===== config.mk =====
export PLATFORM = sky130hd
export DESIGN_NAME = rtc_alarm_timekeeper
export DESIGN_NICKNAME = d
export VERILOG_FILES = /design/src/inc/rtc_timekeeper_pkg.sv /design/src/rtc_count_unit.sv /design/src/rtc_tick_divider.sv /design/src/rtc_alarm_timekeeper.sv
export SDC_FILE = /design/constraint.sdc
export NUM_CORES = 1
export LEC_CHECK = 0
export BUFFER_PORTS_ARGS = -buffer_cell sky130_fd_sc_hd__clkbuf_2
export CELL_PAD_IN_SITES_DETAIL_PLACEMENT = 1
export CELL_PAD_IN_SITES_GLOBAL_PLACEMENT = 1
export CORE_MARGIN = 1
export CORE_UTILIZATION = 49
export DETAILED_ROUTE_END_ITERATION = 8
export PLACE_DENSITY = 0.86
export SETUP_SLACK_MARGIN = 0.3
export SLEW_MARGIN = 20
export SYNTH_ARGS = -nofsm -noshare
export SYNTH_HDL_FRONTEND = slang
export SYNTH_SLANG_ARGS = --single-unit
export TNS_END_PERCENT = 10

===== constraint.sdc =====
create_clock -name clk -period 2.9 [get_ports clk]
set_input_delay 0.145 -clock clk [delete_from_list [all_inputs] [get_ports clk]]
set_output_delay 0.145 -clock clk [all_outputs]
set_load 0.02 [all_outputs]

===== src/inc/rtc_timekeeper_pkg.sv =====
// Register map, field layout and divider constants of the real-time clock timekeeper.
package rtc_timekeeper_pkg;
	localparam int          ADDR_W          = 16;
	localparam int          DATA_W          = 8;
	localparam int          DIV_W           = 16;
	// Register offsets in processor I/O space.
	localparam logic [15:0] OFS_SEC         = 16'h00E0;
	localparam logic [15:0] OFS_MIN         = 16'h00E1;
	localparam logic [15:0] OFS_HRS         = 16'h00E2;
	localparam logic [15:0] OFS_DOW         = 16'h00E3;
	localparam logic [15:0] OFS_CENTURY     = 16'h00E7;
	localparam logic [15:0] OFS_ALARM_SECONDS = 16'h00E8;
	localparam logic [15:0] OFS_AMIN        = 16'h00E9;
	localparam logic [15:0] OFS_AHRS        = 16'h00EA;
	localparam logic [15:0] OFS_ADOW        = 16'h00EB;
	localparam logic [15:0] OFS_ACTRL       = 16'h00EC;
	localparam logic [15:0] OFS_CTRL        = 16'h00ED;
	// Control register fields.
	localparam int          CTRL_UNLOCK     = 0;
	localparam int          CTRL_LINE60     = 1;
	localparam int          CTRL_LINESEL    = 2;
	localparam int          CTRL_BCD        = 3;
	localparam int          CTRL_INTEN      = 4;
	localparam int          CTRL_ALARM      = 7;
	// Alarm enable fields.
	localparam int          AEN_SEC         = 0;
	localparam int          AEN_MIN         = 1;
	localparam int          AEN_HRS         = 2;
	localparam int          AEN_DOW         = 3;
	localparam int          AEN_W           = 4;
	// Values after reset.
	localparam logic        RST_UNLOCK      = 1'b0;
	localparam logic [3:0]  RST_AEN         = 4'h0;
	localparam logic [7:0]  RST_RDDATA      = 8'h00;
	// Count ranges, binary values.
	localparam int          SEC_MAX         = 59;
	localparam int          MIN_MAX         = 59;
	localparam int          HRS_MAX         = 23;
	localparam int          DOW_MIN         = 1;
	localparam int          DOW_MAX         = 7;
	// Source edges per one-second tick.
	localparam int          OSC_DIV_DEFAULT = 32768;
	localparam int          LINE50_DIV      = 50;
	localparam int          LINE60_DIV      = 60;
endpackage


===== src/rtc_count_unit.sv =====
// One time field that counts in binary or packed BCD and wraps at its limit.
`timescale 1ns/1ps
module rtc_count_unit #(
	parameter int MINV = 0,
	parameter int MAXV = 59
)(
	// Clock.
	input  wire logic       clk,
	input  wire logic       rstn,
	// Control.
	input  wire logic       bcdEn,
	input  wire logic       inc,
	input  wire logic       load,
	input  wire logic [7:0] loadData,
	// State.
	output logic      [7:0] value,
	output logic            atMax
);
	localparam logic [7:0] MAX_BIN = 8'(MAXV);
	localparam logic [7:0] MAX_BCD = 8'((MAXV / 10) * 16 + (MAXV % 10));
	localparam logic [7:0] MIN_ENC = 8'(MINV);

	logic [7:0] next_value;
	logic [7:0] bcdStep;

	assign atMax   = value == (bcdEn ? MAX_BCD : MAX_BIN);
	assign bcdStep = (value[3:0] == 4'h9) ? {4'(value[7:4] + 4'h1), 4'h0} : 8'(value + 8'h01);
	assign next_value = load ? loadData : atMax ? MIN_ENC : bcdEn ? bcdStep : 8'(value + 8'h01);

	// Counts are kept through reset, so this register has no reset branch.
	always_ff @(posedge clk) begin
		if (load || inc) begin
			value <= next_value;
		end
	end
endmodule


===== src/rtc_tick_divider.sv =====
// Synchronises the timekeeping source pins and divides the chosen one to one-second ticks.
`timescale 1ns/1ps
module rtc_tick_divider #(
	parameter int OSC_DIV = rtc_timekeeper_pkg::OSC_DIV_DEFAULT
)(
	// Clock.
	input  wire logic clk,
	input  wire logic rstn,
	// Source pins.
	input  wire logic oscPin,
	input  wire logic linePin,
	// Control.
	input  wire logic lineSel,
	input  wire logic line60,
	input  wire logic restart,
	input  wire logic hold,
	// Tick.
	output logic      tick
);
	import rtc_timekeeper_pkg::*;

	logic [2:0]       oscSync;
	logic [2:0]       lineSync;
	logic [DIV_W-1:0] divCount;
	logic [DIV_W-1:0] terminal;
	logic             srcEdge;

	assign srcEdge  = lineSel ? (lineSync[1] & ~lineSync[2]) : (oscSync[1] & ~oscSync[2]);
	assign terminal = lineSel ? (line60 ? DIV_W'(LINE60_DIV - 1) : DIV_W'(LINE50_DIV - 1))
	                          : DIV_W'(OSC_DIV - 1);

	always_ff @(posedge clk or negedge rstn) begin
		if (!rstn) begin
			oscSync  <= 3'h0;
			lineSync <= 3'h0;
		end else begin
			oscSync  <= {oscSync[1:0], oscPin};
			lineSync <= {lineSync[1:0], linePin};
		end
	end

	// A held or restarted divider starts a fresh phase so the first tick is a full second away.
	always_ff @(posedge clk or negedge rstn) begin
		if (!rstn) begin
			divCount <= '0;
			tick     <= 1'b0;
		end else if (restart || hold) begin
			divCount <= '0;
			tick     <= 1'b0;
		end else begin
			tick <= srcEdge && divCount == terminal;
			if (srcEdge) begin
				divCount <= (divCount == terminal) ? '0 : DIV_W'(divCount + 1'b1);
			end
		end
	end
endmodule


===== src/rtc_alarm_timekeeper.sv =====
// Real-time clock timekeeper with write-protected counts, alarm matching and I/O register access.
// Behaviour
// - Alarm fires when every enabled set-point matches.
// - Alarm sets flag; interrupt only when enabled.
// - Reading control clears flag and interrupt.
// - Alarm registers writable regardless of lock.
// - Compare alarm each one-second count increment.
// - Writing unlock zero forces an alarm compare.
// - Source is oscillator or 50/60 Hz line.
// - Any control write restarts the divider.
// - Power-up reset disables all alarm enables.
// - Clearing unlock restarts then enables divider.
// - Unlocked stops counting; locked makes counts read-only.
// - Reset leaves counts locked and running.
// - Reset leaves count and alarm values untouched.
// - Decimal select chooses binary or packed BCD.
// - Seconds range 0-59, BCD tens 0-5.
// - Century range 0-99 in either coding.
// - Alarm seconds always read/write, seconds coding.
// - Registers reached through processor I/O cycles.
`timescale 1ns/1ps
module rtc_alarm_timekeeper #(
	parameter int OSC_DIV = rtc_timekeeper_pkg::OSC_DIV_DEFAULT
)(
	// Clock and reset.
	input  wire logic                                   clk,
	input  wire logic                                   rstn,
	// Processor I/O bus.
	input  wire logic [rtc_timekeeper_pkg::ADDR_W-1:0]  ioAddr,
	input  wire logic [rtc_timekeeper_pkg::DATA_W-1:0]  ioWrData,
	input  wire logic                                   ioWr,
	input  wire logic                                   ioRd,
	output logic      [rtc_timekeeper_pkg::DATA_W-1:0]  ioRdData,
	// Timekeeping source pins.
	input  wire logic                                   oscClkPin,
	input  wire logic                                   lineFreqPin,
	// Interrupt request.
	output logic                                        alarmIrq
);
	import rtc_timekeeper_pkg::*;

	// Control state.
	logic              unlock;
	logic              line60;
	logic              lineSel;
	logic              bcdEn;
	logic              intEn;
	logic              alarmFlag;
	logic [AEN_W-1:0]  alarmEn;
	// Set-points and the century count.
	logic [7:0]        alarmSec;
	logic [7:0]        alarmMin;
	logic [7:0]        alarmHrs;
	logic [7:0]        alarmDow;
	logic [7:0]        century;
	// Running counts.
	logic [7:0]        secVal;
	logic [7:0]        minVal;
	logic [7:0]        hrsVal;
	logic [7:0]        dowVal;
	logic              secMax;
	logic              minMax;
	logic              hrsMax;
	logic              tick;
	logic              tickD;

	// Address decode.
	wire               selSec   = ioAddr == OFS_SEC;
	wire               selMin   = ioAddr == OFS_MIN;
	wire               selHrs   = ioAddr == OFS_HRS;
	wire               selDow   = ioAddr == OFS_DOW;
	wire               selCentury = ioAddr == OFS_CENTURY;
	wire               selAlmSec  = ioAddr == OFS_ALARM_SECONDS;
	wire               selAmin  = ioAddr == OFS_AMIN;
	wire               selAhrs  = ioAddr == OFS_AHRS;
	wire               selAdow  = ioAddr == OFS_ADOW;
	wire               selActrl = ioAddr == OFS_ACTRL;
	wire               selCtrl  = ioAddr == OFS_CTRL;

	// Count writes are honoured only while unlocked; alarm writes always are.
	wire               cntWr    = ioWr && unlock;
	wire               wrCtrl   = ioWr && selCtrl;
	wire               rdCtrl   = ioRd && selCtrl;
	wire               run      = !unlock;

	// Count chain: each field advances when all lower fields wrap on the same tick.
	wire               incSec   = tick && run;
	wire               incMin   = incSec && secMax;
	wire               incHrs   = incMin && minMax;
	wire               incDow   = incHrs && hrsMax;

	// Alarm matching across the enabled fields.
	wire [AEN_W-1:0]   fieldHit = {dowVal == alarmDow, hrsVal == alarmHrs,
	                               minVal == alarmMin, secVal == alarmSec};
	wire               alarmMatch = (|alarmEn) && ((fieldHit | ~alarmEn) == {AEN_W{1'b1}});
	wire               forceCmp = wrCtrl && !ioWrData[CTRL_UNLOCK];
	wire               compareNow = tickD || forceCmp;
	wire               setAlarm = compareNow && alarmMatch;
	// A new alarm in the cycle of a control read survives the read.
	wire               next_alarmFlag = setAlarm || (alarmFlag && !rdCtrl);

	wire [7:0]         ctrlView = {alarmFlag, 2'h0, intEn, bcdEn, lineSel, line60, unlock};
	wire [7:0]         actrlView = {4'h0, alarmEn};
	wire [7:0]         rdMux =
		selSec   ? secVal   :
		selMin   ? minVal   :
		selHrs   ? hrsVal   :
		selDow   ? dowVal   :
		selCentury ? century  :
		selAlmSec  ? alarmSec :
		selAmin  ? alarmMin :
		selAhrs  ? alarmHrs :
		selAdow  ? alarmDow :
		selActrl ? actrlView :
		selCtrl  ? ctrlView : 8'h00;

	rtc_tick_divider #(
		.OSC_DIV (OSC_DIV)
	) u_divider (
		.clk     (clk),
		.rstn    (rstn),
		.oscPin  (oscClkPin),
		.linePin (lineFreqPin),
		.lineSel (lineSel),
		.line60  (line60),
		.restart (wrCtrl),
		.hold    (unlock),
		.tick    (tick)
	);

	rtc_count_unit #(
		.MINV (0),
		.MAXV (SEC_MAX)
	) u_sec (
		.clk      (clk),
		.rstn     (rstn),
		.bcdEn    (bcdEn),
		.inc      (incSec),
		.load     (cntWr && selSec),
		.loadData (ioWrData),
		.value    (secVal),
		.atMax    (secMax)
	);

	rtc_count_unit #(
		.MINV (0),
		.MAXV (MIN_MAX)
	) u_min (
		.clk      (clk),
		.rstn     (rstn),
		.bcdEn    (bcdEn),
		.inc      (incMin),
		.load     (cntWr && selMin),
		.loadData (ioWrData),
		.value    (minVal),
		.atMax    (minMax)
	);

	rtc_count_unit #(
		.MINV (0),
		.MAXV (HRS_MAX)
	) u_hrs (
		.clk      (clk),
		.rstn     (rstn),
		.bcdEn    (bcdEn),
		.inc      (incHrs),
		.load     (cntWr && selHrs),
		.loadData (ioWrData),
		.value    (hrsVal),
		.atMax    (hrsMax)
	);

	rtc_count_unit #(
		.MINV (DOW_MIN),
		.MAXV (DOW_MAX)
	) u_dow (
		.clk      (clk),
		.rstn     (rstn),
		.bcdEn    (bcdEn),
		.inc      (incDow),
		.load     (cntWr && selDow),
		.loadData (ioWrData),
		.value    (dowVal),
		.atMax    ()
	);

	// Set-points and century hold their contents through reset.
	always_ff @(posedge clk) begin
		if (ioWr && selAlmSec) begin
			alarmSec <= ioWrData;
		end
		if (ioWr && selAmin) begin
			alarmMin <= ioWrData;
		end
		if (ioWr && selAhrs) begin
			alarmHrs <= ioWrData;
		end
		if (ioWr && selAdow) begin
			alarmDow <= ioWrData;
		end
		if (cntWr && selCentury) begin
			century <= ioWrData;
		end
	end

	always_ff @(posedge clk or negedge rstn) begin
		if (!rstn) begin
			unlock  <= RST_UNLOCK;
			line60  <= 1'b0;
			lineSel <= 1'b0;
			bcdEn   <= 1'b0;
			intEn   <= 1'b0;
		end else if (wrCtrl) begin
			unlock  <= ioWrData[CTRL_UNLOCK];
			line60  <= ioWrData[CTRL_LINE60];
			lineSel <= ioWrData[CTRL_LINESEL];
			bcdEn   <= ioWrData[CTRL_BCD];
			intEn   <= ioWrData[CTRL_INTEN];
		end
	end

	always_ff @(posedge clk or negedge rstn) begin
		if (!rstn) begin
			alarmEn <= RST_AEN;
		end else if (ioWr && selActrl) begin
			alarmEn <= ioWrData[AEN_W-1:0];
		end
	end

	// The interrupt follows the flag only through the enable, and the read clears both at once.
	always_ff @(posedge clk or negedge rstn) begin
		if (!rstn) begin
			alarmFlag <= 1'b0;
			alarmIrq  <= 1'b0;
			tickD     <= 1'b0;
		end else begin
			alarmFlag <= next_alarmFlag;
			alarmIrq  <= next_alarmFlag && intEn;
			tickD     <= incSec;
		end
	end

	// Read data is captured on the strobe and stands until the next read.
	always_ff @(posedge clk or negedge rstn) begin
		if (!rstn) begin
			ioRdData <= RST_RDDATA;
		end else if (ioRd) begin
			ioRdData <= rdMux;
		end
	end
endmodule


==> results.tsv <==
stage	metric	value	unit
die	core footprint	13350	um2
yosys	Synth Area in Adders	2.600	%
sta	endpoints failing setup	0	
clock_tree	clk root buf	clkbuf_16	
sta	RSZ-0062 raised after global routing	true	
drt	DR pass1 iterations	6	
yosys	Post-Syn Nets	705	
yosys	async set or reset register ratio after synthesis	37.39	%
drt	total wire length	22.55	mm
yosys	XOR/XNOR Fraction of Synth Area	8.319	%
clock_tree	H-tree levels	4	
cells_and_area	Area growth syn-to-layout	15.71	%
setup_path	CP Class	flip-flop to flip-flop	
placement	I/O Buffers	38	
placement	DP Worst Slack	0.4400	ns
hold_path	WHS Path Cells	1	
yosys	mapped cell area	6738	um2
sta	crit path time final	2.575	ns
drt	total number of vias	5867	
yosys	Post-Syn Instances	661	
hold_path	Hold EP	alarmSec[0]$_DFFE_PP_	
setup_path	Worst R2R End	u_dow.value[3]$_DFFE_PP_	
drt	Routed Antenna Nets	0	
die	die area	14220	um2
grt	global-route wire length before repair	35.47	mm
clock_tree	CTS Sinks	115	
power_and_ir_drop	Total Power	4.125	mW
cells_and_area	nets	751	
yosys	Synth cell types	69	
cells_and_area	layout cells sized above 1	15.83	%
setup_path	R2R depth	5	
yosys	Main synth FF type	edfxtp_1	
drt	DRC	0	
sta	Max Slew Vio Count	0	
grt	largest net degree at the start of global routing	32	
grt	grt peak-use layer	met2	
sta	Max Fclk	388.3	MHz
clock_tree	CTS Buf Count	17	
clock_tree	Worst-path clk slew	0.06	ns
outcome	status	complete, no violations	
grt	initial antenna violation count	0	
grt	GR Util met2	53.27	%
grt	met3 Use GR	8.716	%
placement	# placed instances	861	
drt	vias per inst	6.548	
die	Die Y	119.3	um
setup_path	Critical Path Source Type	flip-flop	
grt	GRT Residual Overflow	0	
yosys	EDFF count, synth	72	
hold_path	worst min path class	input pin to flip-flop	
cells_and_area	final std cells w/o fill	896	
setup_path	WP data arrival	2.71	ns
die	cell row count	42	
grt	Total GRT Usage	34.03	%
die	initial core utilization	50.48	%
clock_tree	latest clock arrival within the worst-skew pair	0.43	ns
clock_tree	CTS tree	done	
yosys	flops & latches, synth	115	
yosys	post-synthesis compound-gate area fraction	13.43	%
grt	vias in the first global route	6048	
yosys	YS warnings	0	
drt	DR WL/cell	25.17	um
job	Max Cap Viol	0	
cells_and_area	number of diodes	0	
clock_tree	post-CTS setup buffer count	0	
yosys	Syn Area/Cell	10.19	um2
placement	gpl congestion	0.9830	
sta	Fin. Hold Viols	0	
clock_tree	Longest Clk Path Bufs	2	
die	Top-Level Pins	39	
sta	final setup margin	0.3246	ns
grt	met1 Track Usage GR	43.35	%
power_and_ir_drop	PD cells	529.1	nW/um2
setup_path	Worst EP required	3.04	ns
yosys	post-synthesis sequential area ratio	48.06	%
die	die extent in x	119.3	um
cells_and_area	most common library cell in the layout ignoring fill and taps	edfxtp_1	
setup_path	reg2reg setup slack	0.32	ns
sta	Fin Setup TNS	0	ns
setup_path	element type at the critical path end	flip-flop	
setup_path	worst-path maximum fanout	13	
sta	Max-slew headroom	36.34	%
setup_path	worst r2r src	bcdEn$_DFFE_PN0P_	
sta	worst-margin pin slew	0.9461	ns
sta	Post-Route Skew	0.008326	ns
sta	fin crit share	88.81	%
yosys	Synth Area in Simple Gates	20.32	%
yosys	mux contribution to synthesized area	4.067	%
placement	DPL Wire Length	16.10	mm
drt	initial drt markers	714	
power_and_ir_drop	Leak Pwr	2.903	nW
cells_and_area	highest-count cells in the layout ignoring fill and taps	edfxtp_1, nand2_1, xnor2_1, o21ai_0, dfrtp_1	
power_and_ir_drop	Worst VDD drop	0.4822	mV
yosys	largest family of logic cells by synthesized area	simple AND/OR/NAND/NOR gates	
hold_path	hold path startpoint	ioWrData[0]	
setup_path	Critical Path Start	bcdEn$_DFFE_PN0P_	
## through the flow
| stage | util (%) | hold WS (ns) | area, um2 |
|---|---|---|---|
| 4_1_cts | 58.39 | 0.1380 | 7794 |
| 3_3_place_gp | 53.51 | 0.2307 | 7142 |
| 6_report | 58.41 | 0.1757 | 7796 |
| 3_5_place_dp | 53.51 | 0.2507 | 7142 |
| 2_1_floorplan | - | -0.1506 | 6738 |
| 5_1_grt | 58.41 | 0.1558 | 7796 |
## kinds of logic (layout without fill, tap and decap cells)
group / after synthesis / count (layout)
flops: 115 / 115
fa+ha+maj: 14 / 14
mux: 22 / 22
xor+xnor: 64 / 64
compound gates: 139 / 139
simple gates: 255 / 255
buf+inv: 52 / 111
## registers in the layout, indices dropped and copies added, names as in the netlist
signal	cells
alarmDow	8
alarmEn	4
alarmFlag	1
alarmHrs	8
alarmIrq	1
alarmMin	8
alarmSec	8
bcdEn	1
century	8
intEn	1
ioRdData	8
line60	1
lineSel	1
tickD	1
u_divider.divCount	16
u_divider.lineSync	3
u_divider.oscSync	3
u_divider.tick	1
u_dow.value	8
u_hrs.value	8
u_min.value	8
u_sec.value	8
unlock	1
## routing by layer
| layer | vias up | share of wire, % |
|---|---|---|
| li1 | 2562 | - |
| met1 | 2907 | 40 |
| met2 | 328 | 47 |
| met3 | 70 | 8.9 |
| met4 | 0 | 4.3 |
| met5 | - | 0 |
## synthesized netlist by cell type, types with 13 or more instances
cell | n | share of area (%)
edfxtp_1 | 72 | 32
nand2_1 | 68 | 3.8
xnor2_1 | 49 | 6.4
o21ai_0 | 46 | 3.4
dfrtp_1 | 43 | 16
nor2_1 | 41 | 2.3
nand3_1 | 31 | 2.3
a21oi_1 | 29 | 2.2
clkbuf_1 | 24 | 1.3
inv_1 | 20 | 1.1
nand4_1 | 17 | 1.6
nor3_1 | 16 | 1.2
xor2_1 | 15 | 1.9
ha_1 | 14 | 2.6
mux2_2 | 13 | 2.2
## power by group
group	internal (mW)	switching (mW)	leakage, nW
clock	1.41	0.779	0.312
combinational	0.0524	0.133	1.45
sequential	1.74	0.00339	1.14
total	3.21	0.915	2.90
## area by class of cell
cell class	count	area, um2
fillers	1464	5552
multi-input cells	494	3286
flip-flops and latches	115	3238
clock buffers	22	506.7
repair buffers	59	355.3
well taps	176	220.2
clock inverters	10	115.1
inverters	20	75.07
## worst max path at each step
| stage | depth (start not counted) | to |
|---|---|---|
| finish | 5 | u_dow.value[3]$_DFFE_PP_ |
| global route | 5 | u_dow.value[3]$_DFFE_PP_ |
| global placement | 5 | u_dow.value[0]$_DFFE_PP_ |
| floorplan | 6 | u_dow.value[0]$_DFFE_PP_ |
| detailed placement | 6 | u_divider.divCount[7]$_DFFE_PN0P_ |
| CTS | 6 | u_divider.divCount[7]$_DFFE_PN0P_ |
## worst max-delay path: stages (launching register included)
cell and delay (ns):
dfrtp_1 0.61, nor4bb_1 0.37, o21ai_0 0.30, or3_1 0.52
o21ai_0 0.24, buf_4 0.22
## timing repair
| action | in CTS | in global routing |
|---|---|---|
| hold buffers | 3 | 0 |
| setup endpoints to repair | 0 | 17 |
| endpoints found under the hold margin | 32 | 0 |
| gates resized for setup | 0 | 1 |
Note: power is estimated with default switching activity, not from simulation.
